### src/common/cnm_cfg.svh
// Constants for the node monitor: identifiers, codes, register offsets and timing.
`ifndef CNM_CFG_SVH
`define CNM_CFG_SVH
// ==========================================================================
// Timing
`define CNM_CLK_NS 8
`define CNM_TICK_NS 1000000
`define CNM_TICK_CYC (`CNM_TICK_NS / `CNM_CLK_NS)
// ==========================================================================
// Identifiers and payload bytes
`define CNM_ID_NMT 11'h000
`define CNM_ID_EMCY_BASE 11'h080
`define CNM_ID_TPDO_BASE 11'h180
`define CNM_ID_RPDO_BASE 11'h200
`define CNM_ID_GUARD_BASE 11'h700
`define CNM_BOOT_BYTE 8'h00
`define CNM_MAX_DLC 4'h8
`define CNM_EMCY_CODE 16'h1000
// ==========================================================================
// State codes and command specifiers
`define CNM_CODE_BOOT 7'h00
`define CNM_CODE_STOP 7'h04
`define CNM_CODE_OPER 7'h05
`define CNM_CODE_PREOP 7'h7F
`define CNM_CS_START 8'h01
`define CNM_CS_STOP 8'h02
`define CNM_CS_PREOP 8'h80
`define CNM_CS_RST_NODE 8'h81
`define CNM_CS_RST_COMM 8'h82
// ==========================================================================
// Dictionary indices mirrored by the registers
`define CNM_IDX_GUARD 16'h100C
`define CNM_IDX_LIFE 16'h100D
`define CNM_IDX_RPDO_FIRST 16'h1400
`define CNM_IDX_RPDO_LAST 16'h15FF
`define CNM_IDX_TPDO_FIRST 16'h1800
`define CNM_IDX_TPDO_LAST 16'h19FF
// ==========================================================================
// Register word offsets and fields
`define CNM_REG_CTRL 4'h0
`define CNM_REG_STATUS 4'h1
`define CNM_REG_GUARD 4'h2
`define CNM_REG_LIFE 4'h3
`define CNM_REG_HB 4'h4
`define CNM_REG_TPDO_ID 4'h5
`define CNM_REG_TPDO_LO 4'h6
`define CNM_REG_TPDO_HI 4'h7
`define CNM_REG_TPDO_CTL 4'h8
`define CNM_REG_RPDO_ID 4'h9
`define CNM_REG_RPDO_LO 4'hA
`define CNM_REG_RPDO_HI 4'hB
`define CNM_COBID_OFF_BIT 31
`define CNM_TPDO_SEND_BIT 8
`endif

### src/common/cnm_pkg.sv
// Types shared by both ends of the node monitor.
package cnm_pkg;
`include "cnm_cfg.svh"
	// ==========================================================================
	// Network states and frames
	typedef enum logic [1:0] {NS_INIT, NS_PREOP, NS_OPER, NS_STOP} cnm_nmt_e;

	typedef struct packed {
		logic valid;
		logic [10:0] id;
		logic rtr;
		logic [3:0] dlc;
		logic [63:0] data;
	} cnm_frame_s;

	typedef struct packed {
		logic [31:0] pre;
		logic [23:0] left;
		logic fire;
	} cnm_tmr_s;

	// Maps a network state to its seven-bit code.
	function automatic logic [6:0] cnm_code(cnm_nmt_e st);
		case (st)
			NS_PREOP: cnm_code = `CNM_CODE_PREOP;
			NS_OPER: cnm_code = `CNM_CODE_OPER;
			NS_STOP: cnm_code = `CNM_CODE_STOP;
			default: cnm_code = `CNM_CODE_BOOT;
		endcase
	endfunction
endpackage

### src/common/cnm_if.sv
// Frame-level bus link between the node and the network master.
`timescale 1ns/1ps
interface cnm_if;
	import cnm_pkg::*;
	// Frames sent by the master, always accepted by the node.
	cnm_frame_s m2n;
	logic m2n_ready;
	// Frames sent by the node, held until the master accepts them.
	cnm_frame_s n2m;
	logic n2m_ready;

	modport node (input m2n, output m2n_ready, output n2m, input n2m_ready);
	modport master (output m2n, input m2n_ready, input n2m, output n2m_ready);
endinterface

### src/cnm_timer.sv
// Periodic millisecond timer with restart.
`timescale 1ns/1ps
module cnm_timer import cnm_pkg::*; #(
	parameter int TICK_CYC = `CNM_TICK_CYC
) (
	input wire logic clk, // Clock.
	input wire logic rst_b, // Synchronous reset, active low.
	input wire logic run, // Counts while high.
	input wire logic restart, // Reloads the period.
	input wire logic [23:0] limit_ms, // Period in milliseconds.
	output logic expire // One-cycle pulse per elapsed period.
);
	cnm_tmr_s s;
	cnm_tmr_s next_s;

	// Prescale to milliseconds, then count the period down and reload.
	always_comb begin
		next_s = s;
		next_s.fire = 1'b0;
		if (!run || restart) begin
			next_s.pre = 32'h0;
			next_s.left = limit_ms;
		end else if (s.pre == 32'(TICK_CYC - 1)) begin
			next_s.pre = 32'h0;
			if (s.left <= 24'h1) begin
				next_s.fire = 1'b1;
				next_s.left = limit_ms;
			end else begin
				next_s.left = s.left - 24'h1;
			end
		end else begin
			next_s.pre = s.pre + 32'h1;
		end
	end

	// Register the state.
	always_ff @(posedge clk) begin
		if (!rst_b) begin
			s <= '0;
		end else begin
			s <= next_s;
		end
	end

	assign expire = s.fire;
endmodule

### src/cnm_node.sv
// Slave node end: boot-up, guarding, life watchdog, heartbeat and PDO identifiers.
`timescale 1ns/1ps
module cnm_node import cnm_pkg::*; #(
	parameter int TICK_CYC = `CNM_TICK_CYC,
	parameter logic [15:0] EMCY_CODE = `CNM_EMCY_CODE
) (
	input wire logic REF_CLK, // Clock, 125 MHz.
	input wire logic RST_B, // Synchronous reset, active low.
	input wire logic [6:0] NODE_ID, // Node number.
	input wire logic [3:0] AVS_ADDRESS, // Register word address.
	input wire logic AVS_READ, // Read request.
	input wire logic AVS_WRITE, // Write request.
	input wire logic [31:0] AVS_WRITEDATA, // Write data.
	output logic [31:0] AVS_READDATA, // Read data.
	output logic AVS_WAITREQUEST, // Stall while the answer is prepared.
	output logic OUT_SAFE, // Outputs held in the error state or while stopped.
	cnm_if.node LINK // Bus link.
);
	typedef struct packed {
		cnm_nmt_e st;
		logic init_done;
		logic toggle;
		logic armed;
		logic life_err;
		logic p_boot;
		logic p_guard;
		logic p_emcy;
		logic p_hb;
		logic p_pdo;
		cnm_frame_s tx;
		logic [15:0] guard_ms;
		logic [7:0] life_fac;
		logic [15:0] hb_ms;
		logic tpdo_off;
		logic [10:0] tpdo_id;
		logic [3:0] tpdo_dlc;
		logic [63:0] tpdo_data;
		logic rpdo_off;
		logic [10:0] rpdo_id;
		logic [63:0] rpdo_data;
		logic rpdo_new;
		logic ack;
		logic [31:0] rdata;
	} cnm_node_s;

	cnm_node_s s;
	cnm_node_s next_s;
	logic life_run;
	logic life_restart;
	logic life_exp;
	logic hb_run;
	logic hb_exp;
	logic [23:0] life_ms;
	logic [10:0] guard_id;
	logic wr;
	logic rx_guard;
	logic rx_nmt;
	logic [63:0] rx_data;
	logic [7:0] rx_cs;

	// ==========================================================================
	// Watchdog and heartbeat timers
	assign life_ms = 24'(s.guard_ms) * 24'(s.life_fac);
	assign life_run = s.armed && s.guard_ms != 16'h0 && s.life_fac != 8'h0;
	assign life_restart = rx_guard;
	assign hb_run = s.hb_ms != 16'h0 && s.st != NS_INIT;

	cnm_timer #(.TICK_CYC(TICK_CYC)) u_life (
		.clk(REF_CLK),
		.rst_b(RST_B),
		.run(life_run),
		.restart(life_restart),
		.limit_ms(life_ms),
		.expire(life_exp)
	);

	cnm_timer #(.TICK_CYC(TICK_CYC)) u_hb (
		.clk(REF_CLK),
		.rst_b(RST_B),
		.run(hb_run),
		.restart(1'b0),
		.limit_ms({8'h00, s.hb_ms}),
		.expire(hb_exp)
	);

	// ==========================================================================
	// Receive decode; the node never refuses a frame.
	assign guard_id = `CNM_ID_GUARD_BASE + {4'h0, NODE_ID};
	assign rx_data = LINK.m2n.data;
	assign rx_cs = rx_data[7:0];
	assign rx_guard = LINK.m2n.valid && LINK.m2n.rtr && LINK.m2n.id == guard_id
		&& s.st != NS_INIT;
	assign rx_nmt = LINK.m2n.valid && !LINK.m2n.rtr && LINK.m2n.id == `CNM_ID_NMT
		&& LINK.m2n.dlc >= 4'h2 && (rx_data[15:8] == 8'h00 || rx_data[14:8] == NODE_ID)
		&& rx_data[15] == 1'b0;
	assign wr = AVS_WRITE && s.ack;

	// Next state of the whole node.
	always_comb begin
		next_s = s;
		// Register access: the answer is prepared in the first cycle.
		next_s.ack = (AVS_READ || AVS_WRITE) && !s.ack;
		case (AVS_ADDRESS)
			`CNM_REG_CTRL: next_s.rdata = {31'h0, s.init_done};
			`CNM_REG_STATUS: next_s.rdata = {21'h0, s.toggle, s.rpdo_new, s.life_err,
				1'b0, cnm_code(s.st)};
			`CNM_REG_GUARD: next_s.rdata = {16'h0, s.guard_ms};
			`CNM_REG_LIFE: next_s.rdata = {24'h0, s.life_fac};
			`CNM_REG_HB: next_s.rdata = {16'h0, s.hb_ms};
			`CNM_REG_TPDO_ID: next_s.rdata = {s.tpdo_off, 20'h0, s.tpdo_id};
			`CNM_REG_TPDO_LO: next_s.rdata = s.tpdo_data[31:0];
			`CNM_REG_TPDO_HI: next_s.rdata = s.tpdo_data[63:32];
			`CNM_REG_TPDO_CTL: next_s.rdata = {28'h0, s.tpdo_dlc};
			`CNM_REG_RPDO_ID: next_s.rdata = {s.rpdo_off, 20'h0, s.rpdo_id};
			`CNM_REG_RPDO_LO: next_s.rdata = s.rpdo_data[31:0];
			`CNM_REG_RPDO_HI: next_s.rdata = s.rpdo_data[63:32];
			default: next_s.rdata = 32'h0;
		endcase
		if (wr) begin
			case (AVS_ADDRESS)
				`CNM_REG_CTRL: begin
					next_s.init_done = AVS_WRITEDATA[0];
					if (AVS_WRITEDATA[1])
						next_s.rpdo_new = 1'b0;
					if (AVS_WRITEDATA[2])
						next_s.life_err = 1'b0;
				end
				`CNM_REG_GUARD: next_s.guard_ms = AVS_WRITEDATA[15:0];
				`CNM_REG_LIFE: next_s.life_fac = AVS_WRITEDATA[7:0];
				`CNM_REG_HB: next_s.hb_ms = AVS_WRITEDATA[15:0];
				`CNM_REG_TPDO_ID: begin
					// Only the 11-bit identifier and the off bit 31 are kept; bits 11 to 30 are dropped.
					next_s.tpdo_off = AVS_WRITEDATA[`CNM_COBID_OFF_BIT];
					next_s.tpdo_id = AVS_WRITEDATA[10:0];
				end
				`CNM_REG_TPDO_LO: next_s.tpdo_data[31:0] = AVS_WRITEDATA;
				`CNM_REG_TPDO_HI: next_s.tpdo_data[63:32] = AVS_WRITEDATA;
				`CNM_REG_TPDO_CTL: begin
					// Longer payloads are clipped to one frame.
					next_s.tpdo_dlc = (AVS_WRITEDATA[3:0] > `CNM_MAX_DLC) ?
						`CNM_MAX_DLC : AVS_WRITEDATA[3:0];
					if (AVS_WRITEDATA[`CNM_TPDO_SEND_BIT] && s.st == NS_OPER && !s.tpdo_off)
						next_s.p_pdo = 1'b1;
				end
				`CNM_REG_RPDO_ID: begin
					next_s.rpdo_off = AVS_WRITEDATA[`CNM_COBID_OFF_BIT];
					next_s.rpdo_id = AVS_WRITEDATA[10:0];
				end
				default: ;
			endcase
		end
		// Network state machine.
		case (s.st)
			NS_INIT: begin
				if (s.init_done) begin
					next_s.st = NS_PREOP;
					next_s.p_boot = 1'b1;
					next_s.toggle = 1'b0;
				end
			end
			default: begin
				if (rx_nmt) begin
					case (rx_cs)
						`CNM_CS_START: next_s.st = NS_OPER;
						`CNM_CS_STOP: next_s.st = NS_STOP;
						`CNM_CS_PREOP: next_s.st = NS_PREOP;
						`CNM_CS_RST_NODE, `CNM_CS_RST_COMM: begin
							next_s.st = NS_INIT;
							next_s.armed = 1'b0;
							next_s.p_guard = 1'b0;
							next_s.p_hb = 1'b0;
							next_s.p_pdo = 1'b0;
						end
						default: ;
					endcase
				end
			end
		endcase
		// A guarding request queues a reply and re-arms the watchdog.
		if (rx_guard) begin
			next_s.p_guard = 1'b1;
			next_s.armed = 1'b1;
			next_s.life_err = 1'b0;
		end
		// Watchdog expiry: safe outputs, emergency, back to pre-operational.
		if (life_exp && !rx_guard) begin
			next_s.life_err = 1'b1;
			next_s.p_emcy = 1'b1;
			next_s.armed = 1'b0;
			if (s.st != NS_INIT)
				next_s.st = NS_PREOP;
		end
		if (hb_exp)
			next_s.p_hb = 1'b1;
		// Received PDO, taken only while operational; arrival wins over a clear.
		if (LINK.m2n.valid && !LINK.m2n.rtr && !s.rpdo_off && s.st == NS_OPER
			&& LINK.m2n.id == s.rpdo_id) begin
			next_s.rpdo_data = rx_data;
			next_s.rpdo_new = 1'b1;
		end
		// Transmit slot: the held frame leaves when the master accepts it.
		if (s.tx.valid && LINK.n2m_ready)
			next_s.tx.valid = 1'b0;
		if (!s.tx.valid) begin
			next_s.tx.rtr = 1'b0;
			next_s.tx.data = 64'h0;
			next_s.tx.dlc = 4'h1;
			next_s.tx.id = guard_id;
			if (s.p_emcy) begin
				next_s.p_emcy = 1'b0;
				next_s.tx.valid = 1'b1;
				next_s.tx.id = `CNM_ID_EMCY_BASE + {4'h0, NODE_ID};
				next_s.tx.dlc = `CNM_MAX_DLC;
				next_s.tx.data = {48'h0, EMCY_CODE};
			end else if (s.p_boot) begin
				next_s.p_boot = 1'b0;
				next_s.tx.valid = 1'b1;
				next_s.tx.data = {56'h0, `CNM_BOOT_BYTE};
			end else if (s.p_guard) begin
				next_s.p_guard = rx_guard;
				next_s.tx.valid = 1'b1;
				next_s.tx.data = {56'h0, s.toggle, cnm_code(s.st)};
				next_s.toggle = !s.toggle;
			end else if (s.p_hb) begin
				next_s.p_hb = hb_exp;
				next_s.tx.valid = 1'b1;
				next_s.tx.data = {56'h0, 1'b0, cnm_code(s.st)};
			end else if (s.p_pdo) begin
				next_s.p_pdo = 1'b0;
				if (s.st == NS_OPER && !s.tpdo_off) begin
					next_s.tx.valid = 1'b1;
					next_s.tx.id = s.tpdo_id;
					next_s.tx.dlc = s.tpdo_dlc;
					next_s.tx.data = s.tpdo_data;
				end
			end
		end
	end

	// Register the state; PDO identifiers reset to the base identifiers, without the node number.
	always_ff @(posedge REF_CLK) begin
		if (!RST_B) begin
			s <= '0;
			s.tpdo_id <= `CNM_ID_TPDO_BASE;
			s.rpdo_id <= `CNM_ID_RPDO_BASE;
			s.tpdo_dlc <= `CNM_MAX_DLC;
		end else begin
			s <= next_s;
		end
	end

	// ==========================================================================
	// Outputs
	assign AVS_WAITREQUEST = (AVS_READ || AVS_WRITE) && !s.ack;
	assign AVS_READDATA = s.rdata;
	assign OUT_SAFE = s.life_err || s.st == NS_STOP;
	assign LINK.m2n_ready = 1'b1;
	assign LINK.n2m = s.tx;
endmodule

### src/flat_wrapper.sv
// flat-port wrapper written by rule: the top's interface ports become plain ports
module cnm_node_flat import cnm_pkg::*;
#(
	parameter int TICK_CYC = `CNM_TICK_CYC,
	parameter logic [15:0] EMCY_CODE = `CNM_EMCY_CODE
)
  (REF_CLK, RST_B, NODE_ID, AVS_ADDRESS, AVS_READ, AVS_WRITE, AVS_WRITEDATA, AVS_READDATA, AVS_WAITREQUEST, OUT_SAFE, LINK_m2n, LINK_m2n_ready, LINK_n2m, LINK_n2m_ready);
  cnm_if LINK_i ();
  input wire logic REF_CLK;
  input wire logic RST_B;
  input wire logic [6:0] NODE_ID;
  input wire logic [3:0] AVS_ADDRESS;
  input wire logic AVS_READ;
  input wire logic AVS_WRITE;
  input wire logic [31:0] AVS_WRITEDATA;
  output logic [31:0] AVS_READDATA;
  output logic AVS_WAITREQUEST;
  output logic OUT_SAFE;
  input wire logic [$bits(LINK_i.m2n)-1:0] LINK_m2n;
  output wire logic [$bits(LINK_i.m2n_ready)-1:0] LINK_m2n_ready;
  output wire logic [$bits(LINK_i.n2m)-1:0] LINK_n2m;
  input wire logic [$bits(LINK_i.n2m_ready)-1:0] LINK_n2m_ready;
  assign LINK_i.m2n = LINK_m2n;
  assign LINK_m2n_ready = LINK_i.m2n_ready;
  assign LINK_n2m = LINK_i.n2m;
  assign LINK_i.n2m_ready = LINK_n2m_ready;
  cnm_node #(.TICK_CYC(TICK_CYC), .EMCY_CODE(EMCY_CODE)) u_core (.REF_CLK(REF_CLK), .RST_B(RST_B), .NODE_ID(NODE_ID), .AVS_ADDRESS(AVS_ADDRESS), .AVS_READ(AVS_READ), .AVS_WRITE(AVS_WRITE), .AVS_WRITEDATA(AVS_WRITEDATA), .AVS_READDATA(AVS_READDATA), .AVS_WAITREQUEST(AVS_WAITREQUEST), .OUT_SAFE(OUT_SAFE), .LINK(LINK_i));
endmodule
### config.mk
export PLATFORM = sky130hd
export DESIGN_NAME = cnm_node_flat
export DESIGN_NICKNAME = d
export VERILOG_FILES = /design/src/common/cnm_pkg.sv /design/src/common/cnm_if.sv /design/src/cnm_timer.sv /design/src/cnm_node.sv /design/src/flat_wrapper.sv
export VERILOG_INCLUDE_DIRS = /design/src /design/src/common
export SDC_FILE = /design/constraint.sdc
export NUM_CORES = 1
export LEC_CHECK = 0
export ABC_AREA = 0
export BUFFER_PORTS_ARGS = -buffer_cell sky130_fd_sc_hd__buf_2
export CAP_MARGIN = 10
export CORE_MARGIN = 5
export CORE_UTILIZATION = 25
export CTS_CLUSTER_DIAMETER = 80
export DETAILED_ROUTE_END_ITERATION = 10
export GPL_ROUTABILITY_DRIVEN = 0
export PLACE_DENSITY = 0.5
export SLEW_MARGIN = 20
export SYNTH_ARGS = -nofsm -noshare
export SYNTH_HDL_FRONTEND = slang
export SYNTH_SLANG_ARGS = --single-unit
### constraint.sdc
create_clock -name REF_CLK -period 10.75 [get_ports REF_CLK]
set_input_delay 0 -clock REF_CLK [delete_from_list [all_inputs] [get_ports REF_CLK]]
set_output_delay 0 -clock REF_CLK [all_outputs]
set_load 0.01 [all_outputs]
==> out/results.ini <==
[critical_path]
end_kind=flip-flop
arrival_ns=6.17
crit_type=flip-flop to flip-flop
cp_max_fo=19
r2r-end=u_core.u_life.s[24]
crit_path_start_kind=flip-flop
critPathRequiredTime_ns=11.23
r2r_setup_slack_ns=5.06
rr_worst_depth=17
timing.rr.start=u_core.s[213]

[routing]
wl_mm=86.3
drc_errors=0
ant_nets=0
first_pass_iters=6
vias=20731
routedWlPerCell_um=20.1
via_per_inst=4.83
drt_iter0_drc=1665

[timing]
clock_skew_ns=0.0267
slew_viol_final=0
finalCriticalPeriod_ns=5.69
fin_setup_tns_ns=0
rsz0062_at_grt=false
period_share_pct=53.0
worst_slew_pin_slew_ns=1.10
clock.fmax_mhz=176
hold_ws_ns=0.153
finalSetupViolCount=0
hold_violations=0
max-slew-margin-rel_pct=26.5

[logic_synthesis]
synth_top_cell_by_area=dfxtp_1
netlist_instances=2846
synth_flop_cell=dfxtp_1
yosysUniqueCellTypes=83
synthArstFlopShare_pct=0
syn-cell-area_um2=23600
synth_top_cells_by_area=dfxtp_1 (37%), fa_1 (7.1%), nand2_1 (6.0%)
synth_seq_cells=435
yosysWarnings=0
synth.top_cell.area_share_pct=36.9
syn_area_per_cell_um2=8.29
synth-edff-count=0
synth_nets=3113
synth.top_cells.by_count=dfxtp_1 (435), nand2_1 (375), nor2_1 (323)
seq_area_frac_synth_pct=36.9
yosysMostFrequentCell=dfxtp_1

[cells_and_area]
syn2layout_area_growth_pct=18.6
final_cells=4290
drive_gt1_share_pct=13.0
layout.nets=3252
final.fill_count=10075

[run_status]
status=finished clean

[worst_hold_path]
hp-start=LINK_m2n[58]
hold_class=input pin to flip-flop
hold_depth=4
holdPathEnd=u_core.s[92]

[global_routing]
grt_max_degree=150
grt_overflow_total=0
grt_pass1_vias=19789
grt_pass1_wl_mm=129
grt.total_usage_pct=16.5
antenna_found_initial=24

[pwr]
p_leak_nw=10.7
seq_power_share_pct=45.0
sw_frac_of_total_pct=23.7
power.switching_w=0.000857
pwr-share-comb_pct=5.1
intPower_w=0.00276
vdd_ir_drop_max_mv=0.129
pwr-share-clk_pct=49.8
finalPower_w=0.00361
p_per_area_nw_per_um2=129

[clock_tree]
insertion_delay_ns=0.61
cts.sinks=435
root_buffer=clkbuf_16
tritoncts=built
post-cts-setup-buffer-count=0
htree_levels=2
clk_pin_slew_ns=0.06
cts_buffers=49
cts_max_path_buffers=3

[floorplanning]
fp.dieW_um=317
num_io_pins=245
coreArea_um2=93500
chipHeight_um=317
rows=112
start_util_pct=25.3
die_area_um2=101000

[run]
drv_cap=0

[placed_design]
dpl.cell_count=4081
io_buffer_count=241
post-dp-hpwl_mm=63.1

stage by stage:
stage | utilization (%) | setup slack [ns] | area (um^2)
after floorplan | - | 5.47 | 23600
after global placement | 26.9 | 4.99 | 25200
after detailed placement | 26.9 | 5.04 | 25200
after CTS | 29.9 | 5.03 | 28000
after global routing | 29.9 | 4.66 | 28000
final | 30.0 | 5.06 | 28000
layer usage:
metal | vias up | wire [um] | track usage [%]
met5 | - | 59 | 0
li1 | 9944 | - | -
met1 | 10048 | 39100 | 22.8
met4 | 10 | 1720 | 3.36
met2 | 620 | 39400 | 26.5
met3 | 109 | 6130 | 3.70
layout by cell type (no fill, tap or decap), drive strengths merged, types with 16 or more instances in the layout:
| cell type | count |
|---|---|
| dlygate4sd3 | 107 |
| nand2 | 377 |
| a22oi | 133 |
| fa | 84 |
| nand4 | 29 |
| or3 | 18 |
| a221oi | 16 |
| buf | 269 |
| nor3 | 58 |
| and3 | 20 |
| and2 | 112 |
| a31oi | 24 |
| inv | 121 |
| mux2i | 78 |
| clkbuf | 72 |
| xor2 | 46 |
| xnor2 | 61 |
| a21oi | 236 |
| dfxtp | 435 |
| nor4 | 44 |
| o21ai | 71 |
| nor2 | 324 |
| ha | 54 |
| nand3 | 43 |
worst max-delay path, cell delays in order, from the launching register on:
cell	delay, ns
dfxtp_1	0.78
nand2_1	0.17
fa_1	0.55
fa_1	0.55
inv_1	0.05
fa_1	0.52
inv_1	0.05
fa_1	0.52
inv_1	0.04
ha_1	0.34
o21ai_0	0.13
o21a_1	0.23
o311a_1	0.35
o41ai_1	0.61
nor2b_1	0.28
o31ai_1	0.12
o221ai_1	0.21
a211oi_2	0.07
registers in the layout, summed over array words and instances, names as in the netlist:
name and count:
u_core.LINK.n2m 80, u_core.AVS_READDATA 32, u_core.s 209, u_core.u_life.expire 1
u_core.u_hb.expire 1, u_core.u_life.s 56, u_core.u_hb.s 56
timing repair:
action | 4_1_cts | 5_1_grt
gates resized for setup | 0 | 0
hold endpoints to repair | 216 | 0
hold buffers | 107 | 0
cell families (layout without fill, tap and decap cells):
| kind of cell | Yosys count | after routing | synth area share, % |
|---|---|---|---|
| multiplexers | 80 | 80 | 3.45 |
| adder cells (fa/ha/maj) | 138 | 138 | 9.99 |
| XOR/XNOR | 107 | 107 | 3.97 |
| AO/OA/AOI/OAI | 577 | 577 | 15.5 |
| other | 2 | 14 | 0.0318 |
| AND/OR/NAND/NOR | 1099 | 1099 | 21.9 |
| buffers and inverters | 408 | 586 | 8.33 |
| flip-flops | 435 | 435 | 36.9 |
how the worst max path moves through the flow:
stage                        startpoint             endpoint  cells after the start
after floorplan           u_core.s[213]  u_core.u_life.s[24]                     19
after global placement    u_core.s[213]  u_core.u_life.s[24]                     17
after detailed placement  u_core.s[209]  u_core.u_life.s[24]                     17
after CTS                 u_core.s[213]  u_core.u_life.s[24]                     17
after global routing      u_core.s[213]  u_core.u_life.s[24]                     17
final                     u_core.s[213]  u_core.u_life.s[24]                     17
final cells by class:
| class | instances | area, um^2 | share of cell area, % |
|---|---|---|---|
| Tap cell | 1254 | 1570 | 5.60 |
| Multi-Input combinational cell | 2003 | 13000 | 46.4 |
| Timing Repair Buffer | 376 | 2490 | 8.88 |
| Sequential cell | 435 | 8710 | 31.1 |
| Inverter | 120 | 458 | 1.64 |
| Clock buffer | 72 | 1460 | 5.22 |
| Antenna cell | 12 | 30.0 | 0.107 |
| Clock inverter | 18 | 279 | 0.997 |
power groups by stage:
stage	combinational [W]	clock [W]	sequential, W
after CTS	0.000185	0.00184	0.00163
after global routing	0.000197	0.00191	0.00163
after global placement	0.000152	0	0.00166
after detailed placement	0.000151	0	0.00166
after floorplan	0.0000746	0	0.00166
final	0.000186	0.00180	0.00163
No activity file was read; power rests on OpenSTA's default activity.
